### src/logic/rbcs_pkg.sv
`default_nettype none
package rbcs_pkg;

    // ****************************************
    // Reset sources
    // ****************************************
    localparam int SRC_N = 8;
    localparam int SRC_POR = 0;
    localparam int SRC_PIN = 1;
    localparam int SRC_CMP = 2;
    localparam int SRC_SW = 3;
    localparam int SRC_SMON = 4;
    localparam int SRC_WDT = 5;
    localparam int SRC_MCD = 6;
    localparam int SRC_FLASH = 7;

    // ****************************************
    // Clock selection and divider
    // ****************************************
    typedef enum logic [1:0] {
        CLK_FAST,
        CLK_SLOW,
        CLK_EXT
    } rbcs_clk_src_t;

    typedef struct packed {
        rbcs_clk_src_t sel;
        logic [2:0] div_log2;
    } rbcs_clk_cfg_t;

    localparam logic [2:0] DIV_LOG2_RESET = 3'h3;
    localparam rbcs_clk_cfg_t CLK_CFG_RESET = '{sel: CLK_FAST,
                                                div_log2: DIV_LOG2_RESET};
    localparam int DIV_CNT_W = 7;

    // ****************************************
    // Boot vector selection
    // ****************************************
    localparam logic [15:0] LOCK_BYTE_ADDR = 16'h1FFF;
    localparam logic [15:0] SIG_ADDR = LOCK_BYTE_ADDR - 16'h0001;
    localparam logic [7:0] SIG_PRESENT = 8'hA5;
    localparam logic [15:0] RESET_VECTOR = 16'h0000;
    localparam logic [15:0] SEC_PAGE_BASE = 16'h1E00;
    localparam logic [15:0] BOOT_VECTOR = SEC_PAGE_BASE;

    // ****************************************
    // Sequencer and port control
    // ****************************************
    typedef enum logic [1:0] {
        SEQ_RESET,
        SEQ_SIG_REQ,
        SEQ_SIG_WAIT,
        SEQ_RUN
    } rbcs_seq_t;

    typedef struct packed {
        logic force_latch_one;
        logic force_open_drain;
        logic weak_pullup_en;
    } rbcs_port_ctl_t;

endpackage
`default_nettype wire

### src/logic/rbcs_clk_div.sv
`timescale 1ns/1ps
`default_nettype none
module rbcs_clk_div
    import rbcs_pkg::*;
(
    input wire logic clk_sys, // System clock
    input wire logic reset, // Sync reset, active high
    input wire logic [2:0] src_tick, // Edge pulses: fast, slow, ext
    input wire rbcs_clk_cfg_t cfg, // Selected source and ratio
    output logic sys_tick // One pulse per divided clock
);

    typedef struct packed {
        logic [DIV_CNT_W-1:0] cnt;
        logic tick;
    } rbcs_div_state_t;

    rbcs_div_state_t s_q, s_d;
    logic src_sel;
    logic [DIV_CNT_W-1:0] mask;

    // ****************************************
    // Divide the selected source by 2^n
    // ****************************************
    always_comb begin
        s_d = s_q;
        s_d.tick = 1'b0;
        // Unused selector code falls back to the fast oscillator
        unique case (cfg.sel)
            CLK_SLOW: src_sel = src_tick[1]; // RULE_03
            CLK_EXT: src_sel = src_tick[2];
            default: src_sel = src_tick[0];
        endcase
        mask = DIV_CNT_W'((8'h01 << cfg.div_log2) - 8'h01); // RULE_02
        if (src_sel) begin
            if ((s_q.cnt & mask) == mask) begin
                s_d.cnt = '0;
                s_d.tick = 1'b1;
            end else begin
                s_d.cnt = s_q.cnt + DIV_CNT_W'(1);
            end
        end
    end

    // State register
    always_ff @(posedge clk_sys) begin
        if (reset) begin
            s_q <= '0;
        end else begin
            s_q <= s_d;
        end
    end

    assign sys_tick = s_q.tick;

    a_div_ratio: assert property (@(posedge clk_sys) // RULE_02
        disable iff (reset)
        (src_sel && ((s_q.cnt & mask) == mask)) |=> sys_tick)
        else $error("divider missed its terminal count");

endmodule // rbcs_clk_div
`default_nettype wire

### src/logic/rbcs_sequencer.sv
`timescale 1ns/1ps
`default_nettype none
// Function
// (RULE_01) Exit reset on fast oscillator, divide 8
// (RULE_02) Divider offers ratios 1 to 128
// (RULE_03) Select fast, slow or external clock
// (RULE_04) Reset halts core, interrupts, timers
// (RULE_05) Reset defaults except power-on-only bits
// (RULE_06) Data RAM untouched by reset
// (RULE_07) Ports forced high open-drain, pull-ups on
// (RULE_08) Power-on/supply resets drive pin low
// (RULE_09) Exit clears PC, internal clock, watchdog
// (RULE_10) Eight reset sources
// (RULE_11) Signature byte 0xA5 means bootloader present
// (RULE_12) Bootloader present: start at boot vector
// (RULE_13) No bootloader: start at address zero
// (RULE_14) Bootloader in last, erasable flash page
// (RULE_15) Synchronise sources, hold until all release
module rbcs_sequencer
    import rbcs_pkg::*;
(
    input wire logic clk_sys, // System clock, 100 MHz
    input wire logic reset, // Sync reset, active high
    input wire logic por_req, // Power-on detector, high active
    input wire logic reset_pin_n_in, // External reset pin level
    input wire logic cmp_reset_req, // Comparator reset
    input wire logic sw_reset_req, // Software reset
    input wire logic smon_reset_req, // Supply monitor reset
    input wire logic wdt_reset_req, // Watchdog reset
    input wire logic mcd_reset_req, // Missing clock detector
    input wire logic flash_err_req, // Flash error reset
    input wire logic fast_internal_osc, // Fast oscillator edge pulse
    input wire logic slow_internal_osc, // Slow oscillator edge pulse
    input wire logic external_cmos_clock_in, // External clock edge pulse
    input wire logic clk_cfg_load, // Core strobe for new clock config
    input wire rbcs_clk_cfg_t clk_cfg_in, // New clock config
    input wire logic flash_rd_valid, // Flash read data valid
    input wire logic [7:0] flash_rd_data, // Flash read data
    output logic flash_rd_req, // Flash read request, held
    output logic [15:0] flash_rd_addr, // Flash read address
    output logic core_halt, // Core stopped
    output logic irq_disable, // All interrupts off
    output logic timer_disable, // All timers off
    output logic sys_rst, // Reset to ordinary register bits
    output logic por_rst, // Reset to power-on-only bits
    output logic pc_load, // One pulse: load start vector
    output logic [15:0] start_vector, // First fetch address
    output logic wdt_enable, // Watchdog enable
    output rbcs_clk_cfg_t clk_cfg, // Active clock config
    output logic sys_tick, // Divided system clock pulse
    output logic [SRC_N-1:0] reset_cause, // Latched reset causes
    output rbcs_port_ctl_t port_ctl, // Port pin forcing
    output logic reset_pin_n_out, // Reset pin drive value
    output logic reset_pin_n_oe, // Reset pin drive enable
    output logic [15:0] boot_page_base, // Security page start
    output logic boot_page_erasable // Security page may be erased
);

    typedef struct packed {
        rbcs_seq_t seq;
        logic [SRC_N-1:0] sync1;
        logic [SRC_N-1:0] sync2;
        logic [SRC_N-1:0] cause;
        logic drive_pin;
        rbcs_clk_cfg_t clk;
        logic [15:0] vector;
        logic pc_load;
        logic wdt_en;
        logic rd_req;
    } rbcs_state_t;

    localparam rbcs_state_t STATE_RESET = '{seq: SEQ_RESET,
        sync1: '0, sync2: '0, cause: '0, drive_pin: 1'b1,
        clk: CLK_CFG_RESET, vector: RESET_VECTOR, pc_load: 1'b0,
        wdt_en: 1'b1, rd_req: 1'b0};

    rbcs_state_t s_q, s_d;
    logic [SRC_N-1:0] raw_src;
    logic any_src;

    // ****************************************
    // Reset source collection
    // ****************************************
    always_comb begin
        raw_src = '0;
        raw_src[SRC_POR] = por_req; // RULE_10
        raw_src[SRC_PIN] = ~reset_pin_n_in;
        raw_src[SRC_CMP] = cmp_reset_req;
        raw_src[SRC_SW] = sw_reset_req;
        raw_src[SRC_SMON] = smon_reset_req;
        raw_src[SRC_WDT] = wdt_reset_req;
        raw_src[SRC_MCD] = mcd_reset_req;
        raw_src[SRC_FLASH] = flash_err_req;
    end

    assign any_src = |s_q.sync2;

    // ****************************************
    // Sequencer next state
    // ****************************************
    always_comb begin
        s_d = s_q;
        // Sources are async; second stage is the only reader
        s_d.sync1 = raw_src; // RULE_15
        s_d.sync2 = s_q.sync1;
        s_d.pc_load = 1'b0;
        s_d.rd_req = 1'b0;
        // Cause bits survive all but power-on; set wins
        if (s_q.sync2[SRC_POR]) begin
            s_d.cause = s_q.sync2; // RULE_05
        end else begin
            s_d.cause = s_q.cause | s_q.sync2;
        end
        if (s_q.sync2[SRC_POR] || s_q.sync2[SRC_SMON]) begin
            s_d.drive_pin = 1'b1; // RULE_08
        end
        if (any_src) begin
            // Any active source restarts; stays until all released
            s_d.seq = SEQ_RESET; // RULE_15
        end else begin
            unique case (s_q.seq)
                SEQ_RESET: begin
                    s_d.seq = SEQ_SIG_REQ;
                end
                SEQ_SIG_REQ: begin
                    s_d.rd_req = 1'b1;
                    s_d.seq = SEQ_SIG_WAIT;
                end
                SEQ_SIG_WAIT: begin
                    s_d.rd_req = 1'b1;
                    if (flash_rd_valid) begin
                        s_d.rd_req = 1'b0;
                        if (flash_rd_data == SIG_PRESENT) begin // RULE_11
                            s_d.vector = BOOT_VECTOR; // RULE_12
                        end else begin
                            s_d.vector = RESET_VECTOR; // RULE_13
                        end
                        s_d.pc_load = 1'b1; // RULE_09
                        s_d.drive_pin = 1'b0;
                        s_d.seq = SEQ_RUN;
                    end
                end
                SEQ_RUN: begin
                    // Reserved selector code is refused
                    if (clk_cfg_load && clk_cfg_in.sel != 2'h3) begin
                        s_d.clk = clk_cfg_in; // RULE_03
                    end
                end
            endcase
        end
        // Whole reset phase keeps default clock and watchdog on
        if (s_d.seq != SEQ_RUN) begin
            s_d.clk = CLK_CFG_RESET; // RULE_01
            s_d.wdt_en = 1'b1; // RULE_09
        end
    end

    // State register; data RAM lives outside and is never cleared here
    always_ff @(posedge clk_sys) begin
        if (reset) begin
            s_q <= STATE_RESET; // RULE_06
        end else begin
            s_q <= s_d;
        end
    end

    // ****************************************
    // Clock divider
    // ****************************************
    rbcs_clk_div u_div (
        .clk_sys(clk_sys),
        .reset(reset),
        .src_tick({external_cmos_clock_in, slow_internal_osc,
                   fast_internal_osc}),
        .cfg(s_q.clk),
        .sys_tick(sys_tick)
    );

    // ****************************************
    // Outputs
    // ****************************************
    assign core_halt = (s_q.seq != SEQ_RUN); // RULE_04
    assign irq_disable = core_halt;
    assign timer_disable = core_halt;
    assign sys_rst = core_halt; // RULE_05
    assign por_rst = s_q.sync2[SRC_POR];
    assign flash_rd_req = s_q.rd_req;
    assign flash_rd_addr = SIG_ADDR;
    assign pc_load = s_q.pc_load;
    assign start_vector = s_q.vector;
    assign wdt_enable = s_q.wdt_en;
    assign clk_cfg = s_q.clk;
    assign reset_cause = s_q.cause;
    // Pull-ups stay on after reset too; no input turns them off
    assign port_ctl.force_latch_one = core_halt; // RULE_07
    assign port_ctl.force_open_drain = core_halt;
    assign port_ctl.weak_pullup_en = 1'b1;
    // Open-drain: only ever pulls low
    assign reset_pin_n_out = 1'b0;
    assign reset_pin_n_oe = s_q.drive_pin; // RULE_08
    assign boot_page_base = SEC_PAGE_BASE; // RULE_14
    assign boot_page_erasable = 1'b1;

    // ****************************************
    // Checks
    // ****************************************
    a_clk_default: assert property (@(posedge clk_sys) // RULE_01
        disable iff (reset)
        pc_load |-> (clk_cfg == CLK_CFG_RESET))
        else $error("reset exit without default clock");

    a_clk_select: assert property (@(posedge clk_sys) // RULE_03
        disable iff (reset)
        (s_q.seq == SEQ_RUN && !any_src && clk_cfg_load
         && clk_cfg_in.sel != 2'h3) |=> (clk_cfg == $past(clk_cfg_in)))
        else $error("clock config not applied");

    a_halt_hold: assert property (@(posedge clk_sys) // RULE_04
        disable iff (reset)
        any_src |=> (core_halt && irq_disable && timer_disable))
        else $error("core not halted during reset");

    a_cause_keep: assert property (@(posedge clk_sys) // RULE_05
        disable iff (reset)
        !s_q.sync2[SRC_POR] |=> ((reset_cause & $past(reset_cause))
                                 == $past(reset_cause)))
        else $error("power-on-only bits lost");

    a_port_force: assert property (@(posedge clk_sys) // RULE_07
        disable iff (reset)
        core_halt |-> (port_ctl.force_latch_one && port_ctl.force_open_drain
                       && port_ctl.weak_pullup_en))
        else $error("ports not forced during reset");

    a_pin_drive: assert property (@(posedge clk_sys) // RULE_08
        disable iff (reset)
        (s_q.sync2[SRC_POR] || s_q.sync2[SRC_SMON]) |=> reset_pin_n_oe)
        else $error("reset pin not driven");

    // Pin may only let go together with the start pulse
    a_pin_hold: assert property (@(posedge clk_sys) // RULE_08
        disable iff (reset)
        $fell(reset_pin_n_oe) |-> pc_load)
        else $error("reset pin released early");

    a_exit_load: assert property (@(posedge clk_sys) // RULE_09
        disable iff (reset)
        pc_load |-> (wdt_enable && $past(s_q.seq) == SEQ_SIG_WAIT
                     && !core_halt && !reset_pin_n_oe))
        else $error("bad reset exit");

    a_src_entry: assert property (@(posedge clk_sys) // RULE_10
        disable iff (reset)
        (|raw_src) |-> ##3 core_halt)
        else $error("reset source not seen in three cycles");

    a_vector_pick: assert property (@(posedge clk_sys) // RULE_12
        disable iff (reset)
        (s_q.seq == SEQ_SIG_WAIT && flash_rd_valid && !any_src) |=>
            (pc_load && start_vector == (($past(flash_rd_data) == SIG_PRESENT)
                                         ? BOOT_VECTOR : RESET_VECTOR)))
        else $error("wrong start vector");

    a_hold_release: assert property (@(posedge clk_sys) // RULE_15
        disable iff (reset)
        any_src |=> (s_q.seq == SEQ_RESET))
        else $error("left reset while a source active");

endmodule // rbcs_sequencer
`default_nettype wire

### config.mk
export PLATFORM = sky130hd
export DESIGN_NAME = rbcs_sequencer
export DESIGN_NICKNAME = d
export VERILOG_FILES = /design/src/logic/rbcs_pkg.sv /design/src/logic/rbcs_clk_div.sv /design/src/logic/rbcs_sequencer.sv
export SDC_FILE = /design/constraint.sdc
export NUM_CORES = 1
export LEC_CHECK = 0
export CORE_MARGIN = 2
export CORE_UTILIZATION = 50
export DETAILED_ROUTE_END_ITERATION = 12
export DONT_BUFFER_PORTS = 1
export GPL_ROUTABILITY_DRIVEN = 0
export PLACE_DENSITY = 0.76
export SLEW_MARGIN = 20
export SYNTH_ARGS = -nofsm -noshare
export SYNTH_HDL_FRONTEND = slang
export SYNTH_SLANG_ARGS = --single-unit
### constraint.sdc
create_clock -name clk_sys -period 1.6 [get_ports clk_sys]
set_input_delay 0.48 -clock clk_sys [delete_from_list [all_inputs] [get_ports clk_sys]]
set_output_delay 0.48 -clock clk_sys [all_outputs]
set_load 0.01 [all_outputs]
==> key figures <==
Yosys
  – Yosys cell types: 40
  – Adder-cell share of the synthesized area: 0.0444
  – Post-Synth XOR/XNOR Area: 0.0233
  – #FFs+latches synth: 43
  – Largest family of logic cells by synthesized area: buffers and inverters
  – Post-synthesis simple-gate area fraction: 0.189
  – Synthesized instance count: 237
  – Multiplexer share of the synthesized area: 0.0311
  – Yosys warnings: 0
  – Post-synthesis compound-gate area fraction: 0.0788
  – Register area share after synthesis: 0.382
  – Mapped Area: 2250 µm²
  – Post-Syn Area per Cell: 9.51 µm²

Floorplan
  – Die Area: 5060 µm²
  – Die width: 71.2 µm
  – Die Height: 71.2 µm
  – Initial core utilization: 0.518
  – Rows: 24
  – Core area: 4350 µm²
  – IO Pins: between 100 and 150

GRT
  – Largest net degree at the start of global routing: 36
  – Antenna violations before repair: 0
  – Number of global-route vias before repair: 1152
  – Total gr overflow: 0
  – Global-route wire length before repair: approximately 5.4 mm
  – Total Routing Usage GR: 0.140

STA
  – Unrepaired setup endpoints after global routing: yes
  – Slew Viols, Final: 0
  – Tcrit/Tclk final: 0.991
  – Worst Skew: ~10 ps
  – WHS: 232 ps
  – Final setup violation count: 0
  – Final worst slack: 14.7 ps
  – Achievable clock frequency: 631 MHz
  – Period minus WS final: 1590 ps
  – Fin. Hold Viols: 0

CTS
  – Longest Clk Path Bufs: 2
  – CTS Sinks: 43
  – TritonCTS clock tree: built
  – Htree depth: 2
  – Root Buffer Master: clkbuf_8
  – Worst-skew pair later-pin latency: 300 ps
  – Clock transition at path regs: 90 ps
  – Total CTS buffers: 5

Worst hold path
  – Hold Path Depth: 1
  – Hold Path Class: in2reg
  – Worst min-delay path endpoint: s_d[34]$_SDFF_PP0_
  – Startpoint of the worst hold path: reset_pin_n_in

Finish
  – Commonest cells after routing, fill and taps aside: conb_1 (48), dfxtp_1 (39), nor2_1 (23)
  – Final-stage net count: 262
  – # diodes: 0
  – Commonest non-fill, non-tap cell in the layout: conb_1
  – Final Instance Area: 2220 µm²
  – P&R area growth vs syn: -1.39%
  – Layout cell share with drive strength beyond 1: 0.198

Critical path
  – Crit-path cells: buf_6 > ha_4 > a221oi_4 > or2_4 > mux2i_2 > a211oi_2
  – RR Startpoint: clk_cfg[3]$_SDFFE_PP0P_
  – CP max stage cell: dfxtp_2
  – R2r setup slk: 10 ps
  – CP Data Required Time: approximately 1800 ps
  – WP data arrival: 1760 ps
  – Crit path largest cell delay: 340 ps
  – Crit. End Element: flop
  – Worst Setup Start Kind: flop
  – FF-to-FF path depth: 6
  – CP Max Fanout: 4
  – CP Class: reg2reg
  – Critical R2R Capture: u_div.s_q[2]$_SDFFE_PP0P_

Job
  – Max Cap Violations: 0

Pwr
  – Leak Pwr: 0.931 nW
  – Sequential Power Share: 0.559
  – Comb pwr share: 0.085
  – Psw: 0.516 mW
  – Clock network fraction of design power: 0.355
  – Pwr Density: 917 nW/µm²
  – Net Sw Frac: 0.253
  – Internal power: 1.52 mW
  – Peak supply drop: between 0.5 and 0.6 mV

Detailed routing
  – Final wirelength: 3.62 mm
  – DR vias: about 1300
  – Detailed Routing Iterations Pass 1: 2
  – DR DRC count: 0
  – Vias per inst: 4.56
  – ANT nets after route: 0
  – Drt first-iter violations: 57
  – WL per Instance: 13.0 µm

Placed design
  – Dpl cell area: a little over 2000 µm²
  – Setup WS pre-CTS: -47.9 ps
  – IO buf count: 0
  – HPWL after DPL: between 2 and 3 mm

Status
  – Status: finished clean
worst max-delay path, delay by kind of cell (launching register included):
kind	cells	cell delay [ps]
adder cells (fa/ha/maj)	1	160
AND/OR/NAND/NOR	1	220
flip-flops	1	340
AO/OA/AOI/OAI	2	380
buffers and inverters	1	130
multiplexers	1	230
state kept, by name (all words and copies together), names as in the netlist:
signal and flops:
clk_cfg 5, flash_rd_req 1, pc_load 1, por_rst 1
reset_cause 8, reset_pin_n_oe 1, s_d 8, s_q 9
start_vector 1, u_div.s_q 7, u_div.sys_tick 1
cell families (layout without fill, tap and decap cells):
group           count (synthesis)  count (layout)
compound gates                 23              23
xor+xnor                        6               6
fa+ha+maj                       8               8
buf+inv                        79              23
flops                          43              43
mux                             7               7
other cells                     2              48
simple gates                   69              69
synth_stat cells, drive strengths merged:
cell | count | share of area
nand3b | 1 | 0.0050
nand2b | 1 | 0.0028
or2 | 1 | 0.0028
nand3 | 2 | 0.0044
nand4bb | 2 | 0.010
nor4 | 4 | 0.024
and3b | 1 | 0.0039
nor2b | 17 | 0.050
o211ai | 1 | 0.0033
or3 | 2 | 0.0078
xnor2 | 5 | 0.019
conb | 2 | 0.0033
xor2 | 1 | 0.0039
nor3b | 1 | 0.0033
nor3 | 2 | 0.0044
o32ai | 1 | 0.0039
mux2i | 7 | 0.031
o21ba | 1 | 0.0044
dfxtp | 43 | 0.38
clkbuf | 3 | 0.0050
nor2 | 23 | 0.038
o22ai | 1 | 0.0028
nand2 | 6 | 0.010
o21ai | 2 | 0.0044
inv | 6 | 0.010
a211oi | 7 | 0.026
a221oi | 1 | 0.012
nand4 | 3 | 0.011
ha | 8 | 0.044
buf | 70 | 0.23
a21oi | 8 | 0.019
and2 | 1 | 0.0028
nor4b | 2 | 0.0078
a21boi | 1 | 0.0033
stage by stage:
step | util | power, mW | instances | TNS (ps)
global placement | 0.462 | 1.32 | 268 | -6.68
floorplan | - | 1.41 | 283 | 0
CTS | 0.498 | 2.05 | 278 | 0
global route | 0.511 | 2.14 | 279 | -363
detailed placement | 0.462 | 1.33 | 268 | -256
finish | 0.511 | 2.04 | 279 | 0
per-layer routing:
metal | GRT usage | routed length, µm
met1 | 0.158 | 1490
met2 | 0.229 | 1810
met3 | 0.0570 | 258
met4 | 0.0629 | 62
met5 | 0 | 0
final cells by class:
class / instances / area (µm²)
flip-flops and latches: 43 / 868
clock inverters: 2 / 16.3
multi-input cells: 161 / 1090
clock buffers: 6 / 82.6
well taps: 52 / 65.1
inverters: 6 / 22.5
repair buffers: 9 / 82.6
fillers: 390 / 2130
how the worst max path moves through the flow:
stage / cells past startpoint / to / slack [ps] / start
after global routing: 6 / u_div.s_q[2]$_SDFFE_PP0P_ / -70 / clk_cfg[3]$_SDFFE_PP0P_
after detailed placement: 6 / u_div.s_q[1]$_SDFFE_PP0P_ / -50 / clk_cfg[3]$_SDFFE_PP0P_
after CTS: 7 / u_div.s_q[4]$_SDFFE_PP0P_ / 10 / clk_cfg[3]$_SDFFE_PP0P_
after global placement: 6 / u_div.s_q[1]$_SDFFE_PP0P_ / -3 / clk_cfg[3]$_SDFFE_PP0P_
final: 6 / u_div.s_q[2]$_SDFFE_PP0P_ / 10 / clk_cfg[3]$_SDFFE_PP0P_
after floorplan: 6 / u_div.s_q[7]$_SDFFE_PP0P_ / 30 / clk_cfg[3]$_SDFFE_PP0P_
power by group through the flow:
| stage | clock network (mW) | registers, mW | logic [mW] |
|---|---|---|---|
| detailed placement | 0 | 1.17 | 0.163 |
| floorplan | 0 | 1.15 | 0.255 |
| finish | 0.725 | 1.14 | 0.174 |
| global route | 0.797 | 1.15 | 0.196 |
| global placement | 0 | 1.16 | 0.160 |
| CTS | 0.747 | 1.14 | 0.165 |
timing repair:
action	in CTS	in global routing
gates cloned	0	0
setup buffers	2	1
hold buffers	0	0
endpoints found under the setup margin	14	15
gates resized for setup	9	14
pin swaps	2	12
(Power assumes the default switching activity.)
